===== config.mk =====
export PLATFORM = sky130hd
export DESIGN_NAME = trace_fifo
export DESIGN_NICKNAME = d
export VERILOG_FILES = /design/src/core/trace_fifo.v
export SDC_FILE = /design/constraint.sdc
export NUM_CORES = 2
export LEC_CHECK = 0
export BUFFER_PORTS_ARGS = -buffer_cell sky130_fd_sc_hd__buf_2
export CAP_MARGIN = 20
export CELL_PAD_IN_SITES_DETAIL_PLACEMENT = 1
export CELL_PAD_IN_SITES_GLOBAL_PLACEMENT = 2
export CORE_MARGIN = 1
export CORE_UTILIZATION = 35
export DETAILED_ROUTE_END_ITERATION = 8
export PLACE_DENSITY = 0.67
export SYNTH_ARGS = -nofsm -noshare
export SYNTH_HDL_FRONTEND = slang
export SYNTH_SLANG_ARGS = --single-unit
export TNS_END_PERCENT = 1

===== constraint.sdc =====
create_clock -name mclk -period 4.99 [get_ports mclk]
set_input_delay 1.2475 -clock mclk [delete_from_list [all_inputs] [get_ports mclk]]
set_output_delay 1.2475 -clock mclk [all_outputs]
set_load 0.01 [all_outputs]

===== src/core/trace_fifo.v =====
// Record FIFO between capture and trace store
`timescale 1ns/1ps
module trace_fifo #(
  parameter WIDTH = 64,
  parameter DEPTH = 32,
  parameter AW    = 5
) (
  // Clock and reset
  input  wire             mclk,
  input  wire             reset,
  // Fill side
  input  wire             in_valid,
  output wire             in_ready,
  input  wire [WIDTH-1:0] in_data,
  // Drain side
  output wire             out_valid,
  input  wire             out_ready,
  output wire [WIDTH-1:0] out_data
);
  reg [WIDTH-1:0] mem [0:DEPTH-1];
  reg [AW:0]      wr_ptr_ff;
  reg [AW:0]      rd_ptr_ff;
  wire            full;
  wire            empty;

  // ------------------------------------------------------------
  // Flags: extra pointer bit separates full from empty
  // ------------------------------------------------------------
  assign full      = (wr_ptr_ff[AW] != rd_ptr_ff[AW]) &&
                     (wr_ptr_ff[AW-1:0] == rd_ptr_ff[AW-1:0]);
  assign empty     = (wr_ptr_ff == rd_ptr_ff);
  assign in_ready  = !full;
  assign out_valid = !empty;
  assign out_data  = mem[rd_ptr_ff[AW-1:0]];

  // Pointer update
  always @(posedge mclk) begin
    if (reset) begin
      wr_ptr_ff <= {(AW+1){1'b0}};
      rd_ptr_ff <= {(AW+1){1'b0}};
    end else begin
      if (in_valid && !full) begin
        mem[wr_ptr_ff[AW-1:0]] <= in_data;
        wr_ptr_ff <= wr_ptr_ff + 1'b1;
      end
      if (out_ready && !empty)
        rd_ptr_ff <= rd_ptr_ff + 1'b1;
    end
  end
endmodule // trace_fifo


==> summary.txt <==
Clocking
  – H-tree lvl count: 4
  – Number of buffers created by CTS: around 200
  – CTS tree: yes
  – Maximum root-to-sink buffer count: 3
  – Clock transition time at the flip-flop clock pins of the worst setup and hold paths: around 0.060 ns
  – CTS Root Cell: sky130_fd_sc_hd__clkbuf_16
  – TritonCTS sink count: 2,065
  – Clock latency reported for the late side of the worst-skew pair: 0.83 ns

Logic synthesis
  – Share of synthesized area occupied by flip-flops and latches: 0.787
  – Commonest cells in the netlist: sky130_fd_sc_hd__edfxtp_1 (2,048), sky130_fd_sc_hd__mux4_2 (574), sky130_fd_sc_hd__mux2_2 (98)
  – Number of standard cells after synthesis: roughly 3.2k
  – Share of flip-flops with an asynchronous set or reset: 0
  – Top cell type's share of synthesized area: 0.782
  – Most instantiated flip-flop cell in the synthesis netlist: sky130_fd_sc_hd__edfxtp_1
  – Synth Warn #: 0
  – Number of enable flip-flop cells after synthesis: 2,048
  – Library cell with the highest instance count after synthesis: sky130_fd_sc_hd__edfxtp_1
  – Library cell with the largest summed area after synthesis: sky130_fd_sc_hd__edfxtp_1
  – Syn Nets: 3,253
  – Avg Synthesized Cell Area: 24.7 um^2
  – Number of synthesized register bits: 2,065
  – Unique masters post-synth: 38
  – Post-synthesis cell area: 78,600 um^2
  – Top cells by area in the synthesized netlist: sky130_fd_sc_hd__edfxtp_1 (78%), sky130_fd_sc_hd__mux4_2 (16%), sky130_fd_sc_hd__mux2_2 (1.4%)

Worst setup path
  – Worst setup path category: reg -> out
  – Endpoint of the worst register-to-register path: mem[1][43]
  – Critical path capture point type: primary output
  – Crit Reg-Reg Startpoint: wr_ptr_ff[2]
  – R2R Setup Slk: between 1.5 and 2 ns
  – Number of cells on the worst reg-to-reg path: 7
  – Critical path data arrival time: approximately 3.6 ns
  – Maximum fanout along the worst path: 52
  – Req. time, crit path: approximately 3.7 ns
  – Critical path launch point type: flip-flop

Floorplanning
  – Vert. Die Dim: 476 um
  – Core Rows: 173
  – Number of ports placed on the die boundary: 134
  – Std-Cell Core Area: 223,000 um^2
  – Initial core utilization: 0.353
  – Total die area: 227,000 um^2
  – Width of the die: 476 um

Routing
  – Number of nets with antenna violations after routing: 0
  – Vias after detailed routing: 35.5k
  – Detailed-routing iteration count for the pre-antenna-repair pass: 5
  – Via density: 5.36
  – Detailed-route wire length per cell: 30.3 um
  – Violation count after the first detailed-routing iteration: 3,490
  – Drt drc: 0
  – Post-Route WL: 201,000 um

Cells and area
  – Post-route standard cell area excluding fillers: 90,500 um^2
  – Fin cells: ~6.6k
  – Layout cells sized above 1: 0.344
  – Area growth syn-to-layout: 15.1%
  – Final-layout fill cell count: 20.5k
  – Layout Nets: 3,547

GRT
  – Total gr overflow: 0
  – Initial antenna violation count: 26
  – Global-route wire length before repair: 282,000 um
  – Pin count of the biggest net entering global routing: 82
  – GRT Resource Usage Total: 0.178
  – Number of global-route vias before repair: about 37k

Worst hold path
  – Hold Crit Start: rd_ptr_ff[5]
  – Hold worst-path end: rd_ptr_ff[5]
  – Number of cells on the worst hold path: 2
  – Worst hold-check path type: reg -> reg

Power
  – Leak: 26.9 nW
  – Overall power consumption: 37.6 mW
  – Worst ir drop on vdd: between 200 and 300 uV
  – P per Cell Area: 416 nW/um^2

Place
  – Weighted congestion reported at the end of routability-driven placement: 0.722
  – Port buffer count: 133
  – Pre-CTS WS: 0.769 ns
  – Final HPWL DP: 101,000 um
  – Total instance count after detailed placement: 6,249
  – Placed Instance Area: 84,200 um^2

Timing
  – Shortest clock period the worst path allows after layout: 4.86 ns
  – Final hold violation count: 0
  – Number of pins with negative max-slew slack in the final report: 0
  – Min setup slack post-route: 0.131 ns
  – Hold slack: 0.525 ns
  – Worst-Margin Slew: between 0.9 and 1 ns
  – Upper clock frequency limit: around 210 MHz
  – Setup Viol. Count Final: 0
  – Worst-case headroom to the max-slew limit: 0.389
  – Setup clock skew after layout: 0.0203 ns
  – RSZ-0062 raised after global routing: false
  – Share of the clock period used by the worst path after layout: 0.974

Outcome
  – Result of the run: finished clean

Run
  – Max capacitance violation total: 0
## cell type report
class                           count  area (um^2)  share of cell area
Clock inverter                    118         1100              0.0122
Timing Repair Buffer              263         2440              0.0270
Inverter                            4         15.0            0.000166
Multi-Input combinational cell    943        16200               0.179
Clock buffer                      245         5130              0.0567
Tap cell                         2975         3720              0.0411
Sequential cell                  2065        61900               0.684
Antenna cell                        5         12.5            0.000138
## worst max-delay path, stage by stage (launching register included)
cell	delay, ns
sky130_fd_sc_hd__dfxtp_4	0.63
sky130_fd_sc_hd__buf_12	0.37
sky130_fd_sc_hd__buf_6	0.35
sky130_fd_sc_hd__mux4_2	0.26
sky130_fd_sc_hd__mux2i_1	0.09
sky130_fd_sc_hd__a221oi_1	0.61
sky130_fd_sc_hd__buf_4	0.24
sky130_fd_sc_hd__buf_2	0.13
## routing by layer
layer  up-vias  track usage  wire length (um)
li1      14400            -                 -
met1     19800        0.238             84500
met2       997        0.302            102000
met3       258       0.0290             10200
met4        10       0.0441              4250
met5         -            0                69
## power breakdown
part / internal [mW] / leakage, nW / switching, mW / total [mW]
logic: 1.94 / 5.26 / 1.89 / 3.82
clock network: 8.14 / 3.04 / 6.48 / 14.6
registers: 19.1 / 18.6 / 0.0392 / 19.2
total: 29.2 / 26.9 / 8.40 / 37.6
## registers in the layout (all words and copies together), names as in the netlist, named ones only
signal	count
rd_ptr_ff	6
mem	2048
wr_ptr_ff	6
## layout by cell type (no fill, tap or decap), drive strengths merged, types with 6 or more instances in the layout
| cell type | instances |
|---|---|
| edfxtp | 2048 |
| xor2 | 7 |
| nand3b | 7 |
| a211oi | 11 |
| xnor2 | 6 |
| o21ai | 11 |
| a221oi | 23 |
| inv | 13 |
| clkbuf | 245 |
| nand2 | 6 |
| a21oi | 12 |
| mux4 | 574 |
| buf | 263 |
| o22ai | 23 |
| nor2 | 65 |
| mux2i | 68 |
| dfxtp | 17 |
| clkinv | 90 |
| mux2 | 98 |
| bufinv | 16 |
## cell families (layout without fill, tap and decap cells)
group                    after synthesis  count (layout)  share of synthesized area
AND/OR/NAND/NOR                       96              96                    0.00551
other                                  0               5                          0
multiplexers                         740             740                      0.187
buffers and inverters                172             630                     0.0106
flip-flops                          2065            2065                      0.787
AO/OA/AOI/OAI                         89              89                    0.00786
adder cells (fa/ha/maj)                5               5                   0.000796
XOR/XNOR                              13              13                    0.00145
## worst max path at each step
stage	startpoint	to	slack [ns]	cells past startpoint
2_1_floorplan	in_valid	mem[31][0]	-0.15	4
3_3_place_gp	flip-flop	out_data[19]	0.79	7
3_5_place_dp	flip-flop	out_data[19]	0.77	7
4_1_cts	flip-flop	out_data[19]	0.003	7
5_1_grt	flip-flop	out_data[59]	0.01	7
6_report	flip-flop	out_data[19]	0.13	7
## timing repair
| item | CTS | global route |
|---|---|---|
| resized for setup | 0 | 1 |
| endpoints found under the setup margin | 1 | 1 |
| hold buffers | 0 | 0 |
| pin swaps | 0 | 0 |
| setup buffers | 1 | 0 |
## through the flow
step	utilization	TNS [ns]
6_report	0.406	0
2_1_floorplan	-	-274.43
3_5_place_dp	0.378	0
4_1_cts	0.406	0
3_3_place_gp	0.378	0
5_1_grt	0.406	0
(Power assumes the default switching activity.)
